$ cat src/core/rtc_cal_pkg.sv
// Shared types and constants of the calendar clock core.
// Assumes one 250 MHz core clock and slow oscillators arriving as pins.
package rtc_cal_pkg;

    // Register selector codes of the plain write port.
    localparam logic [2:0] SEL_KEY = 3'h0; // Key register.
    localparam logic [2:0] SEL_CR0 = 3'h1; // First control register.
    localparam logic [2:0] SEL_CR1 = 3'h2; // Second control register.
    localparam logic [2:0] SEL_CR2 = 3'h3; // Third control register.
    localparam logic [2:0] SEL_TIME = 3'h4; // Time register.
    localparam logic [2:0] SEL_DATE = 3'h5; // Date register.
    localparam logic [2:0] SEL_ICR = 3'h6; // Interrupt clear register.

    // Key codes.
    localparam logic [7:0] KEY_FIRST = 8'hCA; // Opens a key pair.
    localparam logic [7:0] KEY_UNLOCK = 8'h53; // Second byte that unlocks.

    // Field positions inside the control words.
    localparam int CR0_H24_BIT = 5; // Hour format select.
    localparam int CR0_START_BIT = 7; // Run start.
    localparam int CR1_ACCESS_BIT = 1; // Access request flag.
    localparam int CR1_SRC_LSB = 8; // Clock source select, 3 bits.
    localparam int CR2_OUT_LSB = 0; // Output select field, 2 bits.

    // Clock source codes.
    localparam logic [2:0] SRC_EXT_SLOW = 3'h0; // External slow osc.
    localparam logic [2:0] SRC_INT_SLOW = 3'h2; // Internal slow osc.

    // Output select codes.
    localparam logic [1:0] OUT_LOW = 2'h0; // Constant low.
    localparam logic [1:0] OUT_ALM_A = 2'h1; // Alarm A match flag.
    localparam logic [1:0] OUT_ALM_B = 2'h2; // Alarm B match flag.
    localparam logic [1:0] OUT_WAKE = 2'h3; // Wake-up overflow flag.

    // BCD limits and values after reset.
    localparam logic [7:0] MAX_SEC = 8'h59; // Seconds and minutes.
    localparam logic [7:0] MAX_H24 = 8'h23; // Hours, 24-hour form.
    localparam logic [7:0] MAX_H12 = 8'h12; // Hours, 12-hour form.
    localparam logic [7:0] MAX_DAY = 8'h31; // Day of month.
    localparam logic [7:0] MAX_MON = 8'h12; // Month.
    localparam logic [7:0] MAX_YEAR = 8'h99; // Year.
    localparam logic [2:0] MAX_WEEK = 3'h6; // Saturday.
    localparam logic [7:0] PM_BIT = 8'h20; // Meridiem flag of the hour.
    localparam logic [7:0] RST_HOUR = 8'h00; // Hour after reset.
    localparam logic [7:0] RST_DAY = 8'h01; // Day after reset.
    localparam logic [7:0] RST_MON = 8'h01; // Month after reset.

    // Time of day, BCD.
    typedef struct packed {
        logic [7:0] hour; // Hour, bit 5 is PM in 12-hour form.
        logic [7:0] min; // Minutes.
        logic [7:0] sec; // Seconds.
    } time_t;

    // Calendar date, BCD.
    typedef struct packed {
        logic [7:0] year; // Year 00..99.
        logic [7:0] month; // Month 01..12.
        logic [7:0] day; // Day 01..31.
        logic [2:0] week; // Weekday, 0 is Sunday.
    } date_t;

    // One register write from software.
    typedef struct packed {
        logic en; // Write strobe.
        logic [2:0] sel; // Register selector.
        logic [31:0] data; // Write data.
    } wr_t;

endpackage

$ cat src/core/bcd_calendar_clock_core.sv
// Calendar core: BCD time and date, write checking, key lock, event pin.
// Assumes software writes arrive on clk; oscillators are asynchronous pins.
`timescale 1ns/1ps

module bcd_calendar_clock_core #(
    parameter int unsigned PRESCALE = 32768, // Slow edges per second.
    parameter int unsigned GUARD = 8 // Slow edges of closed window.
) (
    input wire logic clk, // Core clock, 250 MHz.
    input wire logic rstn, // Power-on reset, active low.
    input wire rtc_cal_pkg::wr_t wr, // Register write from software.
    input wire logic slowExtOsc, // External slow oscillator pin.
    input wire logic slowIntOsc, // Internal slow oscillator pin.
    input wire logic alarmAFlag, // Alarm A match flag.
    input wire logic alarmBFlag, // Alarm B match flag.
    input wire logic wakeFlag, // Wake-up timer overflow flag.
    output rtc_cal_pkg::time_t curTime, // Current time.
    output rtc_cal_pkg::date_t curDate, // Current date.
    output logic hourFormat24, // Hour format select.
    output logic running, // Calendar counting.
    output logic windowOpen, // Safe access window.
    output logic writeLocked, // Registers write-protected.
    output logic accessReq, // Access request flag.
    output logic writeRejected, // Pulse: illegal value dropped.
    output logic eventPin // Event output pin.
);
    import rtc_cal_pkg::*;

    localparam int CW = $clog2(PRESCALE); // Prescaler width.
    localparam logic [CW-1:0] LAST = CW'(PRESCALE - 1); // Last count.
    localparam logic [CW-1:0] SHUT = CW'(PRESCALE - GUARD); // Window end.

    // All state of the core.
    typedef struct packed {
        time_t tm; // Time.
        date_t dt; // Date.
        logic h24; // Hour format select.
        logic run; // Counting enabled.
        logic [2:0] src; // Clock source.
        logic acc; // Access request flag.
        logic [1:0] outSel; // Output select field.
        logic locked; // Write protection.
        logic armed; // First key byte seen.
        logic ext1, ext2, int1, int2; // Oscillator synchronisers.
        logic selPrev; // Selected oscillator, one cycle old.
        logic [CW-1:0] pre; // Slow edge prescaler.
        logic secTick; // One-cycle second marker.
        logic win; // Safe access window.
        logic rej; // Rejected write pulse.
        logic evt; // Event pin.
    } state_t;

    state_t st; // Registered state.
    state_t next_st; // Next state.

    ////////////////////////////////////////////////////////////////////////
    // Helpers for BCD arithmetic and checks.

    // A byte is two BCD digits no greater than the limit.
    function automatic logic bcdOk(input logic [7:0] v,
                                   input logic [7:0] lim);
        return v[3:0] <= 4'h9 && v[7:4] <= 4'h9 && v <= lim;
    endfunction

    // Add one to a BCD byte.
    function automatic logic [7:0] bcdInc(input logic [7:0] v);
        if (v[3:0] == 4'h9) begin
            return {v[7:4] + 4'h1, 4'h0};
        end
        return v + 8'h01;
    endfunction

    // An hour is legal in the chosen form.
    function automatic logic hourOk(input logic [7:0] h, input logic f24);
        if (f24) begin
            return bcdOk(h, MAX_H24);
        end
        // Bit 5 is the meridiem flag, the rest reads 01..12.
        return h[7:6] == 2'h0 && h[4:0] != 5'h0 &&
               bcdOk({3'h0, h[4:0]}, MAX_H12);
    endfunction

    // Years divisible by four are leap years across 00..99.
    function automatic logic isLeap(input logic [7:0] y);
        return y[4] ? (y[3:0] == 4'h2 || y[3:0] == 4'h6)
                    : (y[3:0] == 4'h0 || y[3:0] == 4'h4 ||
                       y[3:0] == 4'h8);
    endfunction

    // Last day of a month, BCD.
    function automatic logic [7:0] lastDay(input logic [7:0] m,
                                           input logic [7:0] y);
        if (m == 8'h02) begin
            return isLeap(y) ? 8'h29 : 8'h28;
        end
        if (m == 8'h04 || m == 8'h06 || m == 8'h09 || m == 8'h11) begin
            return 8'h30;
        end
        return MAX_DAY;
    endfunction

    ////////////////////////////////////////////////////////////////////////
    // Next-state logic.

    // Every register update is computed here; the order matters, since
    // a software write in the same cycle as a second tick must win.
    always_comb begin
        logic sel; // Selected oscillator level.
        logic dayUp; // Midnight passed.
        logic ok; // Write value legal.
        time_t wt; // Time as written.
        date_t wd; // Date as written.
        sel = 1'b0;
        dayUp = 1'b0;
        ok = 1'b0;
        wt = time_t'(wr.data[23:0]);
        wd = '{year: wr.data[23:16], month: wr.data[15:8],
               day: wr.data[7:0], week: wr.data[26:24]};
        next_st = st;
        next_st.rej = 1'b0;
        next_st.secTick = 1'b0;

        // Two flip-flops on each oscillator pin before any use.
        next_st.ext1 = slowExtOsc;
        next_st.ext2 = st.ext1;
        next_st.int1 = slowIntOsc;
        next_st.int2 = st.int1;

        // Only a slow oscillator drives the calendar; any other source
        // leaves the prescaler idle.
        if (st.src == SRC_EXT_SLOW) begin
            sel = st.ext2;
        end else if (st.src == SRC_INT_SLOW) begin
            sel = st.int2;
        end
        next_st.selPrev = sel;

        // Count rising slow edges into whole seconds.
        if (st.run && sel && !st.selPrev) begin
            if (st.pre == LAST) begin
                next_st.pre = '0;
                next_st.secTick = 1'b1;
            end else begin
                next_st.pre = st.pre + CW'(1);
            end
        end

        // The window shuts a few slow edges before each update and stays
        // shut through the tick cycle itself, so software never reads a
        // half-advanced calendar.
        next_st.win = !(st.run && (next_st.pre >= SHUT ||
                                   next_st.secTick));

        // Advance the calendar on each second.
        if (st.secTick) begin
            next_st.tm.sec = bcdInc(st.tm.sec);
            if (st.tm.sec == MAX_SEC) begin
                next_st.tm.sec = 8'h00;
                next_st.tm.min = bcdInc(st.tm.min);
                if (st.tm.min == MAX_SEC) begin
                    next_st.tm.min = 8'h00;
                    if (st.h24) begin
                        // 23 rolls to 00 and the day moves on.
                        next_st.tm.hour = bcdInc(st.tm.hour);
                        if (st.tm.hour == MAX_H24) begin
                            next_st.tm.hour = 8'h00;
                            dayUp = 1'b1;
                        end
                    end else if (st.tm.hour[4:0] == 5'h12) begin
                        // Twelve goes to one with the same meridiem.
                        next_st.tm.hour = (st.tm.hour & PM_BIT) | 8'h01;
                    end else if (st.tm.hour[4:0] == 5'h11) begin
                        // Eleven goes to twelve of the other half day.
                        next_st.tm.hour = st.tm.hour[5] ? MAX_H12
                                        : (MAX_H12 | PM_BIT);
                        dayUp = st.tm.hour[5];
                    end else begin
                        next_st.tm.hour = (st.tm.hour & PM_BIT) |
                                          bcdInc(st.tm.hour & 8'h1F);
                    end
                end
            end
        end

        // Weekday, day, month and year follow midnight.
        if (dayUp) begin
            next_st.dt.week = (st.dt.week == MAX_WEEK) ? 3'h0
                            : st.dt.week + 3'h1;
            next_st.dt.day = bcdInc(st.dt.day);
            if (st.dt.day == lastDay(st.dt.month, st.dt.year)) begin
                next_st.dt.day = RST_DAY;
                next_st.dt.month = bcdInc(st.dt.month);
                if (st.dt.month == MAX_MON) begin
                    next_st.dt.month = RST_MON;
                    next_st.dt.year = (st.dt.year == MAX_YEAR) ? 8'h00
                                    : bcdInc(st.dt.year);
                end
            end
        end

        // Software writes. The key and interrupt clear registers are
        // never protected; everything else needs the lock open.
        if (wr.en) begin
            unique case (wr.sel)
                SEL_KEY: begin
                    if (st.armed) begin
                        next_st.armed = 1'b0;
                        // Exact pair unlocks, anything else relocks.
                        next_st.locked = wr.data[7:0] != KEY_UNLOCK;
                    end else if (wr.data[7:0] == KEY_FIRST) begin
                        next_st.armed = 1'b1;
                    end
                end
                SEL_CR0: begin
                    if (!st.locked) begin
                        next_st.h24 = wr.data[CR0_H24_BIT];
                        next_st.run = wr.data[CR0_START_BIT];
                    end
                end
                SEL_CR1: begin
                    if (!st.locked) begin
                        next_st.acc = wr.data[CR1_ACCESS_BIT];
                        next_st.src = wr.data[CR1_SRC_LSB +: 3];
                    end
                end
                SEL_CR2: begin
                    if (!st.locked) begin
                        next_st.outSel = wr.data[CR2_OUT_LSB +: 2];
                    end
                end
                SEL_TIME: begin
                    ok = bcdOk(wt.sec, MAX_SEC) &&
                         bcdOk(wt.min, MAX_SEC) &&
                         hourOk(wt.hour, st.h24) &&
                         wr.data[31:24] == 8'h00;
                    if (!st.locked && ok) begin
                        next_st.tm = wt;
                    end
                    next_st.rej = !st.locked && !ok;
                end
                SEL_DATE: begin
                    ok = bcdOk(wd.year, MAX_YEAR) &&
                         bcdOk(wd.month, MAX_MON) && wd.month != 8'h00 &&
                         bcdOk(wd.day, MAX_DAY) && wd.day != 8'h00 &&
                         wd.week <= MAX_WEEK;
                    if (!st.locked && ok) begin
                        next_st.dt = wd;
                    end
                    next_st.rej = !st.locked && !ok;
                end
                default: begin
                    // Interrupt clear holds no flag of this core.
                end
            endcase
        end

        // Event pin source.
        unique case (st.outSel)
            OUT_LOW: next_st.evt = 1'b0;
            OUT_ALM_A: next_st.evt = alarmAFlag;
            OUT_ALM_B: next_st.evt = alarmBFlag;
            OUT_WAKE: next_st.evt = wakeFlag;
        endcase
    end

    ////////////////////////////////////////////////////////////////////////
    // State register.

    // Only the power-on reset reaches this flop bank; other resets of
    // the chip are kept away so the calendar keeps time through them.
    always_ff @(posedge clk or negedge rstn) begin
        if (!rstn) begin
            st <= '0;
            st.tm.hour <= RST_HOUR;
            st.dt.day <= RST_DAY;
            st.dt.month <= RST_MON;
            st.locked <= 1'b1;
            st.win <= 1'b1;
        end else begin
            st <= next_st;
        end
    end

    assign curTime = st.tm;
    assign curDate = st.dt;
    assign hourFormat24 = st.h24;
    assign running = st.run;
    assign windowOpen = st.win;
    assign writeLocked = st.locked;
    assign accessReq = st.acc;
    assign writeRejected = st.rej;
    assign eventPin = st.evt;
endmodule

$ cat config.mk
export PLATFORM = sky130hd
export DESIGN_NAME = bcd_calendar_clock_core
export DESIGN_NICKNAME = d
export VERILOG_FILES = /design/src/core/rtc_cal_pkg.sv /design/src/core/bcd_calendar_clock_core.sv
export SDC_FILE = /design/constraint.sdc
export NUM_CORES = 1
export LEC_CHECK = 0
export BUFFER_PORTS_ARGS = -buffer_cell sky130_fd_sc_hd__buf_2
export CAP_MARGIN = 20
export CORE_MARGIN = 10
export CORE_UTILIZATION = 25
export CTS_CLUSTER_SIZE = 24
export DETAILED_ROUTE_END_ITERATION = 8
export GPL_TIMING_DRIVEN = 0
export PLACE_DENSITY = 0.42
export SLEW_MARGIN = 10
export SYNTH_ARGS = -nofsm -noshare
export SYNTH_HDL_FRONTEND = slang
export SYNTH_SLANG_ARGS = --single-unit
export TNS_END_PERCENT = 20
$ cat constraint.sdc
create_clock -name clk -period 3.3 [get_ports clk]
set_input_delay 0.33 -clock clk [delete_from_list [all_inputs] [get_ports clk]]
set_output_delay 0.33 -clock clk [all_outputs]
set_load 0.01 [all_outputs]
==> impl_results.md <==
* Max_slew headroom at 35.5%
* Largest net degree at the start of global routing at 46
* Crit-path max FO at 10
* Initial core utilization at 25.4%
* Post-route cell area at 7000 µm²
* Syn nets at 744
* Clock sink total at 85
* IO Port Bufs at 100
* Die width at 172 µm
* Drt drc at 0
* GP Congestion at 0.837
* Pin slew with the least headroom to its limit at 0.966 ns
* Final setup viols at 0
* Core ar. at 22700 µm²
* Layout cells sized above 1 at 25.5%
* Met3 wire length at 1430 µm
* Clock Skews at 0.0118 ns
* Worst-path clk slew at 0.07 ns
* Metal1 wirelength at 9620 µm
* Worst path required time at 3.54 ns
* First-pass GRT wire length at 31000 µm
* Post-cts resize count at 0
* Final #Nets at 857
* YS warnings at 0
* Post-CTS setup buffers at 0
* Final Max Tran Viols at 0
* Crit-path leading delay family: compound AO/OA/AOI/OAI gates
* Critical Path End Type: flip-flop
* Hold Vio Cnt, Final at 0
* # rows at 55
* Worst Path Buf+Inv at 1
* Gr usage total at 13.5%
* Placement Setup Slack at 0.241 ns
* DRT Pass-1 Iters at 5
* Yosys reg bits at 85
* Slowest stage delay, CP at 0.76 ns
* Placed Cells at 1068
* Drt total wl at 19600 µm
* Syn Area/Cell at 8.47 µm²
* Die area at 29600 µm²
* Routed vias/inst at 4.92
* Final Critical Period at 3.06 ns
* Area of the multi-input gates at 3020 µm²
* Highest routed layer: met5
* Synthesized area at 5780 µm²
* FILL cells at 2498
* DR WL met2 at 8310 µm
* Clock root buffer: clkbuf_16
* Register area at 2130 µm²
* Initial drt markers at 380
* IO Count at 101
* Unrepaired setup endpoints after global routing: no
* CP Class: reg -> reg
* Final worst setup slack at 0.239 ns
* Clock Latency Late Sink at 0.36 ns
* Post-synth EDFFs at 0
* Via count at 5357
* Maximum vdd drop at 222 µV
* Post-synth ARST share at 100%
* Leakage dissipation at 2.98 nW
* Vias in the first global route at 5369
* ANT nets after route at 0
* CTS Buf Count at 9
* MaxCap Viol Count at 0
* CTS Buffer Depth at 2
* Hold WS at 0.0733 ns
* Sequential share of the synthesized area at 36.9%
* HPWL Detailed at 14900 µm
* Fmax at 0.327 GHz
* Worst hold path type: in -> reg
* Post-Place Cell Area at 6670 µm²
* CTS tree: done
* Post-DR wirelength/cell at 18.0 µm
* Layout Cells excl Fill at 1088
* Ys flop type: dfrtp_1
* Area delta synth->final at 21.1%
* Setup TNS at 0 ns
* Syn Inst Count at 682
* Pwr/cell area at 355 nW/µm²
* H-tree levels at 3
* Number of antenna violations at the first check in global routing at 4
* CP Data Arrival Time at 3.30 ns
* Status: completed
* Worst path slowest cell: a211oi_2
* Die Y at 172 µm
* Worst path cell trace: ha_1 -> and3b_2 -> nand4_2 -> or3_1 -> buf_6 -> a211oi_2 -> a21boi_0 -> o22a_1
* GRT overflow at 0
* Synth cell types at 66
* Fin crit share at 92.8%
* CP Launch Type: flip-flop
[what timing repair did]
item	in CTS	in global routing
hold endpoints to repair	4	0
hold buffers	1	0
endpoints found under the setup margin	0	0
[where the power goes]
part | internal [W] | switching, W
combinational | 0.000100 | 0.000136
sequential | 0.00109 | 0.0000448
clock | 0.000601 | 0.000506
total | 0.00179 | 0.000687
[final timing paths]
check                              end  cells past startpoint   startpoint  slack [ns]
min in group asynchronous   curDate[2]                      2         rstn        0.52
min                        next_st[20]                      1   slowIntOsc        0.07
min reg2reg                     st[20]                      0  next_st[20]        0.35
max                        curDate[23]                      8   curTime[8]        0.24
max in group asynchronous   windowOpen                      3         rstn        2.06
max reg2reg                curDate[23]                      8   curTime[8]        0.24
[layout make-up]
type | instances | area share [%]
multi-input cells | 492 | 43.1
plain buffers | 83 | 7.90
repair buffers | 102 | 7.72
clock inverters | 7 | 1.18
clock buffers | 9 | 3.22
inverters | 22 | 1.18
well taps | 285 | 5.10
diodes | 3 | 0.107
flip-flops and latches | 85 | 30.5
[per-stage QoR]
stage	power (W)	util [%]
after global routing	0.00259	30.8
after global placement	0.00139	29.2
after CTS	0.00251	30.8
after floorplan	0.00126	-
final	0.00248	30.8
after detailed placement	0.00140	29.4
[flip-flops by register name, indices dropped and copies added (netlist names)]
name and count:
curDate 27, st 25, curTime 24, next_st 2, accessReq 1, eventPin 1
hourFormat24 1, running 1, windowOpen 1, writeLocked 1, writeRejected 1
[Yosys cell counts, drive strengths merged (3+ instances only)]
cell type / instances / area [µm²]
dfrtp: 81 / 2030
nand2: 73 / 274
buf: 64 / 482
nor2: 62 / 233
o21ai: 46 / 230
a21oi: 42 / 210
nand3: 30 / 150
inv: 22 / 82.6
nor3: 22 / 110
a31oi: 20 / 125
clkbuf: 19 / 71.3
ha: 19 / 238
xnor2: 14 / 123
nand4: 13 / 87.6
and3: 11 / 68.8
mux2: 11 / 124
nor2b: 10 / 62.6
and2: 9 / 56.3
xor2: 9 / 78.8
nand3b: 7 / 52.6
a211oi: 6 / 50.1
nor4: 6 / 37.5
o22ai: 6 / 37.5
mux2i: 5 / 50.1
o31ai: 5 / 42.5
a41oi: 4 / 35.0
dfstp: 4 / 105
nand4b: 4 / 35.0
nor4b: 4 / 50.1
o41ai: 4 / 35.0
or3: 4 / 30.0
a211o: 3 / 26.3
a22oi: 3 / 22.5
and3b: 3 / 27.5
nand2b: 3 / 18.8
o211ai: 3 / 22.5
[logic make-up (layout without fill, tap and decap cells)]
| logic type | count (synthesis) | after routing | share of synthesized area, % |
|---|---|---|---|
| and+or+nand+nor | 271 | 271 | 23.9 |
| AOI/OAI and AO/OA | 162 | 162 | 17.4 |
| other | 0 | 3 | 0 |
| DFF | 85 | 85 | 36.9 |
| buffers and inverters | 105 | 223 | 11.0 |
| muxes | 16 | 16 | 3.01 |
| adders and majority gates | 20 | 20 | 4.29 |
| xor gates and xnor gates | 23 | 23 | 3.49 |
[metal layers]
metal	global-route usage, %	vias to the layer above
li1	-	2637
met1	19.0	2571
met2	19.7	131
met3	3.76	16
met4	3.60	2
met5	0	-
[layout by cell type, fill, tap and decap left out, drive strengths merged, types with 4 or more instances in the layout]
cell type,instances
nor3,22
o41ai,4
dfstp,4
nor4b,4
a21oi,42
and2,9
o22ai,6
nand3,30
nand4b,4
a41oi,4
a211oi,6
clkbuf,28
nand2,73
or3,4
o21ai,46
xnor2,14
o31ai,5
dfrtp,81
nor2,62
ha,19
buf,165
a31oi,20
xor2,9
nand3b,7
nor4,6
nor2b,10
and3,11
mux2i,5
inv,25
nand4,13
mux2,11
No activity file was read; power rests on OpenSTA's default activity.
